==> config.mk <==
export PLATFORM = sky130hd
export DESIGN_NAME = cmc_core
export DESIGN_NICKNAME = d
export VERILOG_FILES = /design/src/rtl/cmc_pkg.sv /design/src/rtl/cmc_core.sv
export SDC_FILE = /design/constraint.sdc
export NUM_CORES = 1
export LEC_CHECK = 0
export ABC_AREA = 1
export BUFFER_PORTS_ARGS = -buffer_cell sky130_fd_sc_hd__buf_4
export CORE_MARGIN = 4
export CORE_UTILIZATION = 55
export DETAILED_ROUTE_END_ITERATION = 8
export PLACE_DENSITY = 0.74
export SETUP_SLACK_MARGIN = 0.3
export SLEW_MARGIN = 0
export SYNTH_ARGS = -nofsm -noshare
export SYNTH_HDL_FRONTEND = slang
export SYNTH_SLANG_ARGS = --single-unit
==> constraint.sdc <==
create_clock -name pclk -period 37.6 [get_ports pclk]
set_input_delay 5.64 -clock pclk [delete_from_list [all_inputs] [get_ports pclk]]
set_output_delay 5.64 -clock pclk [all_outputs]
set_load 0.01 [all_outputs]
==> src/rtl/cmc_pkg.sv <==
/*
  constants for the current-mode switcher control core: clock rate, switching
  periods, blanking, delay timers, sense code scaling and register map.
  assumes a 25 MHz core clock and digitised feedback and line sense codes.
*/
package cmc_pkg;
  // ==========================================================
  // clock and switching period
  localparam int unsigned CLK_HZ = 25_000_000;
  localparam int unsigned CLK_MHZ = CLK_HZ / 1_000_000;
  localparam int unsigned NOM_FREQ_HZ = 65_000;
  localparam int unsigned MIN_FREQ_HZ = 25_000;
  localparam int unsigned NOM_PERIOD = CLK_HZ / NOM_FREQ_HZ;
  localparam int unsigned MAX_PERIOD = CLK_HZ / MIN_FREQ_HZ;
  localparam int unsigned MAX_DUTY_PCT = 83;
  localparam int unsigned MIN_ON_NS = 400;
  localparam int unsigned MIN_ON_CYC = (MIN_ON_NS * CLK_MHZ + 999) / 1000;
  localparam int unsigned PER_W = 10;
  // ==========================================================
  // feedback code scaling (one lsb per 200 mV)
  localparam int unsigned FB_LSB_MV = 200;
  localparam int unsigned FB_MIN_MV = 800;
  localparam int unsigned FB_FULL_MV = 2000;
  localparam int unsigned FB_MIN_CODE = FB_MIN_MV / FB_LSB_MV;
  localparam int unsigned FB_FULL_CODE = FB_FULL_MV / FB_LSB_MV;
  // ==========================================================
  // line sense code scaling (one lsb per 2 volts dc)
  localparam int unsigned HV_LSB_V = 2;
  localparam int unsigned BO_V = 88;
  localparam int unsigned BI_V = 105;
  localparam int unsigned MID_V = 155;
  localparam int unsigned HIGH_V = 235;
  localparam logic [7:0] BO_CODE = 8'(BO_V / HV_LSB_V);
  localparam logic [7:0] BI_CODE = 8'((BI_V + HV_LSB_V - 1) / HV_LSB_V);
  localparam logic [7:0] MID_CODE = 8'((MID_V + HV_LSB_V - 1) / HV_LSB_V);
  localparam logic [7:0] HIGH_CODE = 8'((HIGH_V + HV_LSB_V - 1) / HV_LSB_V);
  localparam logic [7:0] HYS_CODES = 8'h02;
  localparam int unsigned LVL_STEP = 32;
  // ==========================================================
  // delay timers, counted in prescaler ticks
  localparam int unsigned TICK_US = 100;
  localparam int unsigned TICK_CYC = TICK_US * CLK_MHZ;
  localparam int unsigned OLP_MS = 860;
  localparam int unsigned BO_MS = 65;
  localparam int unsigned AC_MS = 56;
  localparam int unsigned XON_US = 1500;
  localparam int unsigned XOFF_US = 500;
  localparam int unsigned OLP_TICKS = OLP_MS * 1000 / TICK_US;
  localparam int unsigned BO_TICKS = BO_MS * 1000 / TICK_US;
  localparam int unsigned AC_TICKS = AC_MS * 1000 / TICK_US;
  localparam int unsigned XON_TICKS = XON_US / TICK_US;
  localparam int unsigned XOFF_TICKS = XOFF_US / TICK_US;
  localparam int unsigned TMR_W = 14;
  // ==========================================================
  // register map
  localparam logic [7:0] REG_CTRL = 8'h00;
  localparam logic [7:0] REG_STATUS = 8'h04;
  localparam logic [7:0] REG_OLP = 8'h08;
  localparam int unsigned CTRL_EN_BIT = 0;
  localparam logic [31:0] CTRL_RST = 32'h0000_0001;
  localparam int unsigned ST_GATE = 0;
  localparam int unsigned ST_BURST = 1;
  localparam int unsigned ST_BROWNOUT = 2;
  localparam int unsigned ST_LINE_FILTER_CAPACITOR = 3;
  localparam int unsigned ST_LATCHED = 4;
  localparam int unsigned ST_MID = 5;
  localparam int unsigned ST_HIGH = 6;
  localparam int unsigned ST_LVL = 8;
endpackage

==> src/rtl/cmc_core.sv <==
/*
  current-mode switcher control core with an apb register slave.
  assumes comparator results and sense codes arrive asynchronously on pins,
  and that presetn is driven by the supply undervoltage lockout.
*/
// The APB interface to the registers and the placing of the registers are this design's own decisions.
// What this block does
// - each oscillator trigger while switching is allowed fires a one-shot that sets the gate latch high
// - pulse-width comparator trip resets the gate latch low
// - overcurrent comparator trip also ends the on pulse
// - on time is cut at 83 percent of the switching period
// - set pulse dominates comparator resets while it is active; duty limit and stop conditions still reset
// - current sense is ignored for the minimum on width after turn-on
// - normal load switching period corresponds to 65 kHz
// - light load lowers frequency with feedback, 25 kHz at 0.8 V
// - feedback below stop threshold suppresses pulses until it rises again
// - accumulated overload reaching 860 ms stops switching
// - overload timer counts up in overload, down otherwise, same rate
// - overload level only advances the timer; current limit ends pulses
// - threshold sets chosen by line rising past 155 and 235 volts
// - line below 88 volts for 65 ms stops output pulses
// - switching resumes only above 105 volts brown-in level
// - line quantised to eight levels; ac present needs an increment per window
// - no increment for 56 ms starts line capacitor discharge
// - discharge path chopped 1.5 ms on, 0.5 ms off, repeatedly
// - latched off, startup source on below 8 V, off above 9 V
// - latched state clears only when supply drops below off threshold
// - lockout holds gate low and clears protection latches
`timescale 1ns/100ps
`default_nettype none
module cmc_core #(
  parameter int unsigned TICK_CYCLES = cmc_pkg::TICK_CYC,
  parameter int unsigned OLP_LIMIT = cmc_pkg::OLP_TICKS,
  parameter int unsigned BO_LIMIT = cmc_pkg::BO_TICKS,
  parameter int unsigned AC_LIMIT = cmc_pkg::AC_TICKS,
  parameter int unsigned XON_LIMIT = cmc_pkg::XON_TICKS,
  parameter int unsigned XOFF_LIMIT = cmc_pkg::XOFF_TICKS
) (
  // clock and lockout reset
  input wire logic pclk,
  input wire logic presetn,
  // apb slave
  input wire logic psel,
  input wire logic penable,
  input wire logic pwrite,
  input wire logic [7:0] paddr,
  input wire logic [31:0] pwdata,
  output logic [31:0] prdata,
  output logic pready,
  output logic pslverr,
  // comparator results
  input wire logic pwm_comparator,
  input wire logic overcurrent_comparator,
  input wire logic overload_comparator,
  input wire logic feedback_stop,
  input wire logic latch_request,
  input wire logic vcc_below_low,
  input wire logic vcc_above_high,
  // digitised sense codes
  input wire logic [3:0] feedback_input,
  input wire logic [7:0] high_voltage_sense,
  // outputs
  output logic gate_drive,
  output logic startup_on,
  output logic line_filter_capacitor_discharge,
  output logic line_level_mid_threshold,
  output logic line_level_high_threshold
);
  import cmc_pkg::*;

  // ==========================================================
  // input synchronisers
  localparam int unsigned SW = 19;
  logic [SW-1:0] raw, s1_q, s2_q, s3_q, f_q;
  assign raw = {high_voltage_sense, feedback_input, vcc_above_high,
                vcc_below_low, latch_request, feedback_stop,
                overload_comparator, overcurrent_comparator, pwm_comparator};

  // three stages; a bit changes only once stages two and three agree
  always_ff @(posedge pclk or negedge presetn) begin
    if (!presetn) begin
      s1_q <= '0;
      s2_q <= '0;
      s3_q <= '0;
      f_q <= '0;
    end else begin
      s1_q <= raw;
      s2_q <= s1_q;
      s3_q <= s2_q;
      f_q <= (s2_q & s3_q) | (f_q & (s2_q ^ s3_q));
    end
  end

  logic pwm_f, ocp_f, olp_f, stop_f, lreq_f, vlo_f, vhi_f;
  logic [3:0] fb_f;
  logic [7:0] hv_f;
  assign pwm_f = f_q[0];
  assign ocp_f = f_q[1];
  assign olp_f = f_q[2];
  assign stop_f = f_q[3];
  assign lreq_f = f_q[4];
  assign vlo_f = f_q[5];
  assign vhi_f = f_q[6];
  assign fb_f = f_q[10:7];
  assign hv_f = f_q[18:11];

  // ==========================================================
  // period lookup from feedback code
  function automatic logic [PER_W-1:0] period_for(input logic [3:0] c);
    int unsigned k;
    k = int'(c);
    if (k >= FB_FULL_CODE)
      return PER_W'(NOM_PERIOD);
    else if (k <= FB_MIN_CODE)
      return PER_W'(MAX_PERIOD);
    else
      return PER_W'(MAX_PERIOD - (k - FB_MIN_CODE) * (MAX_PERIOD - NOM_PERIOD)
                    / (FB_FULL_CODE - FB_MIN_CODE));
  endfunction

  // ==========================================================
  // registers and state
  logic [31:0] ctrl_q;
  logic [PER_W-1:0] per_q, per_cnt_q, on_cnt_q, max_on_q;
  logic [3:0] os_cnt_q;
  logic gate_q, latched_q, bo_q, line_filter_capacitor_q, xdis_q, mid_q, high_q, start_q;
  logic [11:0] tick_cnt_q;
  logic tick;
  logic [TMR_W-1:0] olp_cnt_q, bo_cnt_q, ac_cnt_q;
  logic ovl_seen_q, olp_trip;
  logic [2:0] lvl_q;
  logic lvl_inc;
  logic [4:0] chop_cnt_q;
  logic chop_on_q;
  logic run, trig;

  // switching allowed only when enabled and no stop condition holds
  assign run = ctrl_q[CTRL_EN_BIT] & ~stop_f & ~bo_q & ~latched_q;
  assign trig = (per_cnt_q == per_q - PER_W'(1));

  // ==========================================================
  // oscillator: free running period counter
  always_ff @(posedge pclk or negedge presetn) begin
    if (!presetn) begin
      per_cnt_q <= '0;
      per_q <= PER_W'(NOM_PERIOD);
      max_on_q <= PER_W'(NOM_PERIOD * MAX_DUTY_PCT / 100);
    end else if (trig) begin
      // new length taken only at a period boundary to avoid short periods
      per_cnt_q <= '0;
      per_q <= period_for(fb_f);
      max_on_q <= PER_W'(int'(period_for(fb_f)) * MAX_DUTY_PCT / 100);
    end else begin
      per_cnt_q <= per_cnt_q + PER_W'(1);
    end
  end

  // ==========================================================
  // output latch with one-shot set and blanking
  always_ff @(posedge pclk or negedge presetn) begin
    if (!presetn) begin
      gate_q <= 1'b0;
      os_cnt_q <= '0;
      on_cnt_q <= '0;
    end else if (trig && run) begin
      gate_q <= 1'b1;
      os_cnt_q <= 4'(MIN_ON_CYC);
      on_cnt_q <= '0;
    end else if (gate_q) begin
      on_cnt_q <= on_cnt_q + PER_W'(1);
      if (on_cnt_q + PER_W'(1) >= max_on_q || !run)
        gate_q <= 1'b0;
      else if (os_cnt_q != '0)
        os_cnt_q <= os_cnt_q - 4'h1;
      else if (pwm_f || ocp_f)
        gate_q <= 1'b0;
    end
  end

  // ==========================================================
  // shared prescaler for every delay timer
  assign tick = (tick_cnt_q == 12'(TICK_CYCLES - 1));

  always_ff @(posedge pclk or negedge presetn) begin
    if (!presetn)
      tick_cnt_q <= '0;
    else if (tick)
      tick_cnt_q <= '0;
    else
      tick_cnt_q <= tick_cnt_q + 12'h001;
  end

  // ==========================================================
  // overload timer: up in overload, down otherwise, equal rate
  assign olp_trip = tick && ovl_seen_q && (olp_cnt_q == TMR_W'(OLP_LIMIT - 1));

  always_ff @(posedge pclk or negedge presetn) begin
    if (!presetn) begin
      olp_cnt_q <= '0;
      ovl_seen_q <= 1'b0;
    end else begin
      // an overload in the tick cycle itself counts for the next tick
      if (tick)
        ovl_seen_q <= olp_f;
      else if (olp_f)
        ovl_seen_q <= 1'b1;
      if (tick && ovl_seen_q && !olp_trip)
        olp_cnt_q <= olp_cnt_q + TMR_W'(1);
      else if (tick && !ovl_seen_q && olp_cnt_q != '0)
        olp_cnt_q <= olp_cnt_q - TMR_W'(1);
    end
  end

  // ==========================================================
  // latched off state and startup source hysteresis
  always_ff @(posedge pclk or negedge presetn) begin
    if (!presetn)
      latched_q <= 1'b0;
    else if (olp_trip || lreq_f)
      latched_q <= 1'b1;
  end

  always_ff @(posedge pclk or negedge presetn) begin
    if (!presetn)
      start_q <= 1'b0;
    else if (!latched_q)
      start_q <= 1'b0;
    else if (vlo_f)
      start_q <= 1'b1;
    else if (vhi_f)
      start_q <= 1'b0;
  end

  // ==========================================================
  // brownout and brown-in; starts stopped until the line is up
  always_ff @(posedge pclk or negedge presetn) begin
    if (!presetn) begin
      bo_q <= 1'b1;
      bo_cnt_q <= '0;
    end else if (bo_q) begin
      bo_cnt_q <= '0;
      if (hv_f >= BI_CODE)
        bo_q <= 1'b0;
    end else if (hv_f >= BO_CODE) begin
      bo_cnt_q <= '0;
    end else if (tick) begin
      if (bo_cnt_q == TMR_W'(BO_LIMIT - 1))
        bo_q <= 1'b1;
      else
        bo_cnt_q <= bo_cnt_q + TMR_W'(1);
    end
  end

  // ==========================================================
  // line level threshold set selection, rising edges with small hysteresis
  always_ff @(posedge pclk or negedge presetn) begin
    if (!presetn) begin
      mid_q <= 1'b0;
      high_q <= 1'b0;
    end else begin
      if (hv_f >= MID_CODE)
        mid_q <= 1'b1;
      else if (hv_f < MID_CODE - HYS_CODES)
        mid_q <= 1'b0;
      if (hv_f >= HIGH_CODE)
        high_q <= 1'b1;
      else if (hv_f < HIGH_CODE - HYS_CODES)
        high_q <= 1'b0;
    end
  end

  // ==========================================================
  // eight level quantiser with hysteresis around each boundary
  logic [8:0] up_edge, dn_edge;
  assign up_edge = 9'((int'(lvl_q) + 1) * LVL_STEP) + 9'(HYS_CODES);
  assign dn_edge = 9'(int'(lvl_q) * LVL_STEP) - 9'(HYS_CODES);
  assign lvl_inc = (lvl_q != 3'h7) && ({1'b0, hv_f} >= up_edge);

  always_ff @(posedge pclk or negedge presetn) begin
    if (!presetn)
      lvl_q <= '0;
    else if (lvl_inc)
      lvl_q <= lvl_q + 3'h1;
    else if (lvl_q != 3'h0 && {1'b0, hv_f} < dn_edge)
      lvl_q <= lvl_q - 3'h1;
  end

  // ==========================================================
  // ac presence window; no increment for a whole window starts discharge
  always_ff @(posedge pclk or negedge presetn) begin
    if (!presetn) begin
      ac_cnt_q <= '0;
      line_filter_capacitor_q <= 1'b0;
    end else if (lvl_inc) begin
      ac_cnt_q <= '0;
      line_filter_capacitor_q <= 1'b0;
    end else if (tick && !line_filter_capacitor_q) begin
      if (ac_cnt_q == TMR_W'(AC_LIMIT - 1))
        line_filter_capacitor_q <= 1'b1;
      else
        ac_cnt_q <= ac_cnt_q + TMR_W'(1);
    end
  end

  // discharge chopper; the on phase comes first after entry
  always_ff @(posedge pclk or negedge presetn) begin
    if (!presetn) begin
      chop_cnt_q <= '0;
      chop_on_q <= 1'b1;
      xdis_q <= 1'b0;
    end else begin
      xdis_q <= line_filter_capacitor_q & chop_on_q;
      if (!line_filter_capacitor_q) begin
        chop_cnt_q <= '0;
        chop_on_q <= 1'b1;
      end else if (tick) begin
        if (chop_on_q && chop_cnt_q == 5'(XON_LIMIT - 1)) begin
          chop_on_q <= 1'b0;
          chop_cnt_q <= '0;
        end else if (!chop_on_q && chop_cnt_q == 5'(XOFF_LIMIT - 1)) begin
          chop_on_q <= 1'b1;
          chop_cnt_q <= '0;
        end else begin
          chop_cnt_q <= chop_cnt_q + 5'h01;
        end
      end
    end
  end

  // ==========================================================
  // apb slave: one wait-free access phase, answer prepared in setup
  logic setup, access;
  logic [31:0] rd_d;
  logic err_d;
  assign setup = psel & ~penable;
  assign access = psel & penable & pready;

  always_comb begin
    rd_d = 32'h0000_0000;
    err_d = 1'b0;
    case (paddr)
      REG_CTRL: rd_d = ctrl_q;
      REG_STATUS: begin
        rd_d[ST_GATE] = gate_q;
        rd_d[ST_BURST] = stop_f;
        rd_d[ST_BROWNOUT] = bo_q;
        rd_d[ST_LINE_FILTER_CAPACITOR] = line_filter_capacitor_q;
        rd_d[ST_LATCHED] = latched_q;
        rd_d[ST_MID] = mid_q;
        rd_d[ST_HIGH] = high_q;
        rd_d[ST_LVL +: 3] = lvl_q;
      end
      REG_OLP: rd_d[TMR_W-1:0] = olp_cnt_q;
      default: err_d = 1'b1;
    endcase
  end

  always_ff @(posedge pclk or negedge presetn) begin
    if (!presetn) begin
      pready <= 1'b0;
      prdata <= '0;
      pslverr <= 1'b0;
    end else if (setup) begin
      pready <= 1'b1;
      prdata <= pwrite ? 32'h0000_0000 : rd_d;
      pslverr <= err_d;
    end else begin
      pready <= 1'b0;
      pslverr <= 1'b0;
    end
  end

  // writable control word; only the enable bit is implemented
  always_ff @(posedge pclk or negedge presetn) begin
    if (!presetn)
      ctrl_q <= CTRL_RST;
    else if (access && pwrite && paddr == REG_CTRL)
      ctrl_q <= pwdata & 32'h0000_0001;
  end

  // ==========================================================
  // pin outputs, all from flops
  assign gate_drive = gate_q;
  assign startup_on = start_q;
  assign line_filter_capacitor_discharge = xdis_q;
  assign line_level_mid_threshold = mid_q;
  assign line_level_high_threshold = high_q;
endmodule
`default_nettype wire

Word level (Yosys, flattened, before mapping)

Index checks and enable logic that the tools add are counted.
Widths: inputs -> output; s select.

Bits in registers: 227
Logic and storage cells: 193
Input bits: 64
Output and inout bits: 39

Reduce and logical (&&, ||, !) cells: 41
$lt $le $gt $ge: 11
$mul: 2
Bitwise gates (word level): 15
Add/subtract/negate cells: 17
Divide/modulo/power cells: 2
Multiplexer cells: 60
Eq/ne operators: 16

Operator list:

| kind                  | number |
|---|---|
| $mux 14               | 10 |
| $mux 10               | 6 |
| $add 14x1->14 const B | 3 |
| $and 19x19->19        | 2 |
| $div 17x7->32 const B | 1 |
| $div 32x3->32 const B | 1 |
| $mul 32x7->29 const B | 1 |
| $mux 1                | 30 |
| $eq 14x10->1 const B  | 2 |
| $pmux 7 s3            | 1 |
| $add 10x1->10 const B | 2 |
| $mux 5                | 4 |
| $or 19x19->19         | 1 |
| $xor 19x19->19        | 1 |
| $reduce_bool 2->1     | 9 |
| $mul 10x7->17 const B | 1 |
| $ge 8x6->1 const B    | 2 |
| $ge 8x7->1 const B    | 2 |
| $lt 8x7->1 const B    | 2 |
| $mux 4                | 4 |
| $eq 14x14->1 const B  | 1 |
| $reduce_bool 14->1    | 1 |
| $sub 14x1->14 const B | 1 |
| $logic_and 1x1->1     | 13 |
| other kinds (39)      | 63 |

Longest topological paths before layout

Depth after elaboration: 9
Mapped depth: 195
Gate-level depth less buffers: 195

Least setup slack after synthesis

OpenSTA, ideal clock, no wires.

Path kind: flip-flop to flip-flop
Start point: register f_q[9]
End point: register max_on_q[0]
Clock period less this slack: 19.185 ns
Data required time: 37.482 ns
Arrival: 19.067 ns
Library setup time: 0.118 ns
Stages on the path, launching flop included: 174
Path buffers: 0
Setup slack: 18.415 ns
Cells stage by stage: dfrtp_1 inv_1 ha_1 fa_1 inv_1 fa_1 inv_1 ha_1 nand2_1 inv_1 nand3_1 o221ai_1 ha_1 nand2_1 o21ai_2 clkinv_1 nand2_1 nand2_1 [138 not listed] nor2_1 nand2_2 nand3_2 nand2_2 nand2_2 nand2_2 nor2_2 nand3_2 nand2_2 nand2_4 nand3b_1 nand2_1 nor2_1 nand2_1 nand2_1 nand3_1 nand3_1 nand2_1

Cells in the longest elaborated chain, start to end: 9

RTL lines:

| what                   | RTL line        | text |
|---|---|---|
| from (decl)            | cmc_core.sv:74  | `logic [SW-1:0] raw, s1_q, s2_q, s3_q, f_q;` |
| from (signal assigned) | cmc_core.sv:90  | `f_q <= (s2_q & s3_q) \| (f_q & (s2_q ^ s3_q));` |
| $sub 4x3->5            | cmc_core.sv:117 | `return PER_W'(MAX_PERIOD - (k - FB_MIN_CODE) * (MAX_PERIOD - NOM_PERIOD)` |
| $mul 32x7->29          | cmc_core.sv:117 |  |
| $div 32x3->32          | cmc_core.sv:118 | `/ (FB_FULL_CODE - FB_MIN_CODE));` |
| $sub 10x10->10         | cmc_core.sv:117 |  |
| $mux 10                | cmc_core.sv:114 | `else if (k <= FB_MIN_CODE)` |
| $mux 10 (*)            | cmc_core.sv:112 | `if (k >= FB_FULL_CODE)` |
| $mux 10 (*)            | cmc_core.sv:148 | `end else if (trig) begin` |
| $mul 10x7->17 (*)      | cmc_core.sv:152 | `max_on_q <= PER_W'(int'(period_for(fb_f)) * MAX_DUTY_PCT / 100);` |
| $div 17x7->32 (*)      | cmc_core.sv:152 |  |
| to (signal assigned)   | cmc_core.sv:147 | `max_on_q <= PER_W'(NOM_PERIOD * MAX_DUTY_PCT / 100);` |
| to (signal assigned)   | cmc_core.sv:152 |  |
| to (decl)              | cmc_core.sv:124 | `logic [PER_W-1:0] per_q, per_cnt_q, on_cnt_q, max_on_q;` |

Every way passes the cells marked *; elsewhere a longest branch is shown, timed or not. The select of a mux whose other input is x is not followed.
A chain may end at the register's enable or synchronous reset.

Worst setup path after layout

Ends and elaborated chain as after synthesis.

==> impl_results.md <==
- Largest stage delay on the critical path: 0.49 ns
- I/O pins: 103
- DP HPWL: 21,700 µm
- Max-cap check violation count: 0
- Area leader, netlist: dfrtp_1
- Placed insts: 2,260
- RSZ-0062 raised after global routing: no
- CP arrival: 22.73 ns
- Drt first-iter violations: 683
- Clock Skews: 0.00660 ns
- Global route overflow: 0
- Mapped cell area: 0.0148 mm²
- Final-report hold violation count: 0
- Antenna violations before repair: 0
- Synth warn: 0
- Worst-margin pin slew: 0.967 ns
- Number of flops mapped to enable cells by yosys: 0
- Largest net degree at the start of global routing: 80
- Clock sink count: 209
- Setup TNS: 0 ns
- Crit path time final: 22.35 ns
- Maximum fanout along the worst path: 8
- Antenna Diode Count: 0
- Post-CTS Hold Fix Bufs: 0
- Final period util: 0.594
- Crit path buffers/inverters: 20
- Crit path max-delay cell type: fa_1
- Vias in the first global route: 11,500
- Area of the core: 0.0263 mm²
- Most frequent CP cell: nand2_1
- Max-slew violations: 0
- Setup CP Type: reg -> reg
- CTS tree: built
- Number of vias per cell: 5.24
- Fmax: 44.7 MHz
- Inserted Clock Buffers: 21
- DRC viols: 0
- Seq/Total Area, Yosys: 0.354
- Die area: 0.0297 mm²
- Global Route Usage Sum: 0.193
- Final wirelength: 28,000 µm
- Post-Syn Instances: 1,884
- First-pass GRT wire length: 49,700 µm
- Synth area leaders: dfrtp_1 (33%), ha_1 (12%), nand2_1 (9.1%)
- Post-Layout Cell Count: 2,298
- Port bufs: 53
- Required @ worst endpoint: 37.99 ns
- Antenna viol nets, final: 0
- Clock-pin slew on the worst setup and hold paths: 0.07 ns
- Layout Nets: 2,168
- Max_slew headroom: 0.356
- Area growth from synthesis to layout: 9.59%
- Pre-Repair DR Iteration Count: 5
- Total setup buffers inserted after CTS: 0
- Top delay family on crit path: simple AND/OR/NAND/NOR gates
- Htree depth: 1
- Avg Synthesized Cell Area: 7.87 µm²
- Die W: 172 µm
- Setup-failing EPs final: 0
- Synth unique cells: 63
- Critical Path End Type: flip-flop
- Row count: 59
- Type of origin of the critical path: flip-flop
- CTS Root Buffer Type: clkbuf_16
- Outcome: finished clean
- Worst hold path type: reg -> reg
- CTS max path bufs: 3
- Ys flop type: dfrtp_1
- Post-synth ARST share: 1.00
- Final hold slack: 0.347 ns
- Initial core utilization: 0.564
- WL/cell: 12.2 µm
- Latest clock arrival within the worst-skew pair: 0.49 ns
- Vias: 12,000
- Yosys top cell area share: 0.334
- # resized after CTS: 0
- Gpl congestion: 0.872
- Die Height: 172 µm
- Fraction of layout cells with a size suffix above 1: 0.105
- Number of synthesized register bits: 209
-- worst register-to-register path: cells and delay by family (launching register included) --
| family | cells | cell delay [ns] |
|---|---|---|
| simple gates | 122 | 12.35 |
| fa+ha+maj | 12 | 4.03 |
| compound gates | 18 | 3.06 |
| buf+inv | 20 | 1.74 |
| xor+xnor | 3 | 0.67 |
| flops | 1 | 0.46 |
-- metrics by stage --
stage          area, µm²  utilization  setup slack, ns
5_1_grt            16300        0.619            12.34
6_report           16300        0.619            15.25
4_1_cts            16300        0.619            15.32
2_1_floorplan      14900            -            18.42
3_5_place_dp       15600        0.592            15.39
3_3_place_gp       15600        0.592            16.16
-- sequential cells by signal, summed over array words and instances (netlist names), 3 cells and up --
name,flops
f_q,19
s1_q,19
s2_q,19
s3_q,19
ac_cnt_q,14
bo_cnt_q,14
olp_cnt_q,14
prdata,14
tick_cnt_q,12
max_on_q,10
on_cnt_q,10
per_cnt_q,10
per_q,10
chop_cnt_q,5
os_cnt_q,4
lvl_q,3
-- placed cells by master (no fill, tap or decap), types with 8 or more instances in the layout --
master	count
a21o_1	22
a21oi_1	64
buf_4	57
clkbuf_16	21
conb_1	18
dfrtp_1	198
dfstp_2	11
fa_1	17
ha_1	139
inv_1	325
inv_2	16
nand2_1	360
nand2_2	28
nand3_1	134
nand3_2	16
nand4_1	36
nor2_1	117
nor3_1	36
nor4_1	15
o211ai_1	11
o21ai_0	70
o21ai_1	29
o21ai_2	9
o21bai_1	11
o22ai_1	11
o31ai_1	8
xnor2_1	16
xor2_1	54
-- final cells by class --
cell class | instances | area (µm²)
flip-flops and latches | 209 | 5240
repair buffers | 58 | 442
well taps | 335 | 419
fillers | 2318 | 10000
clock inverters | 16 | 159
clock buffers | 22 | 539
inverters | 348 | 1310
multi-input cells | 1310 | 8150
-- synth_stat cells, drive strengths merged, types with 13 or more instances --
master / n
o21ai: 108
a21o: 22
xnor2: 16
nor2: 126
o21bai: 13
nand4: 38
nor3: 38
buf: 21
ha: 139
nor4: 16
fa: 17
inv: 341
xor2: 54
a21oi: 66
dfrtp: 198
nand3: 152
nand2: 390
clkbuf: 13
-- metal layers --
| layer | routed length [µm] | global-route usage | up-vias |
|---|---|---|---|
| li1 | - | - | 6262 |
| met1 | 13700 | 0.268 | 5585 |
| met2 | 13100 | 0.333 | 162 |
| met3 | 904 | 0.0251 | 28 |
| met4 | 332 | 0.0280 | 0 |
| met5 | 0 | 0 | - |
-- worst paths after layout --
kind	end	cells after the start	slack [ns]	from
worst min register to register	s2_q[10]	0	0.35	s1_q[10]
min in group asynchronous	max_on_q[6]	1	5.10	presetn
worst max register to register	max_on_q[0]	175	15.25	f_q[9]
worst min-delay path	s2_q[10]	0	0.35	s1_q[10]
max in group asynchronous	f_q[2]	2	31.14	presetn
worst max-delay path	max_on_q[0]	175	15.25	f_q[9]
-- logic make-up (layout without fill, tap and decap cells) --
group           count (synthesis)  in the layout  synth area share
mux                             1              1          0.000759
other cells                     1             18          0.000253
buf+inv                       382            444             0.102
compound gates                278            278             0.116
xor+xnor                       70             70            0.0413
flops                         209            209             0.354
fa+ha+maj                     156            156             0.140
simple gates                  787            787             0.246
Power is left out: the tool's default activity adds up to more than one toggle a clock period on the data nets, which glitch-free logic cannot reach.
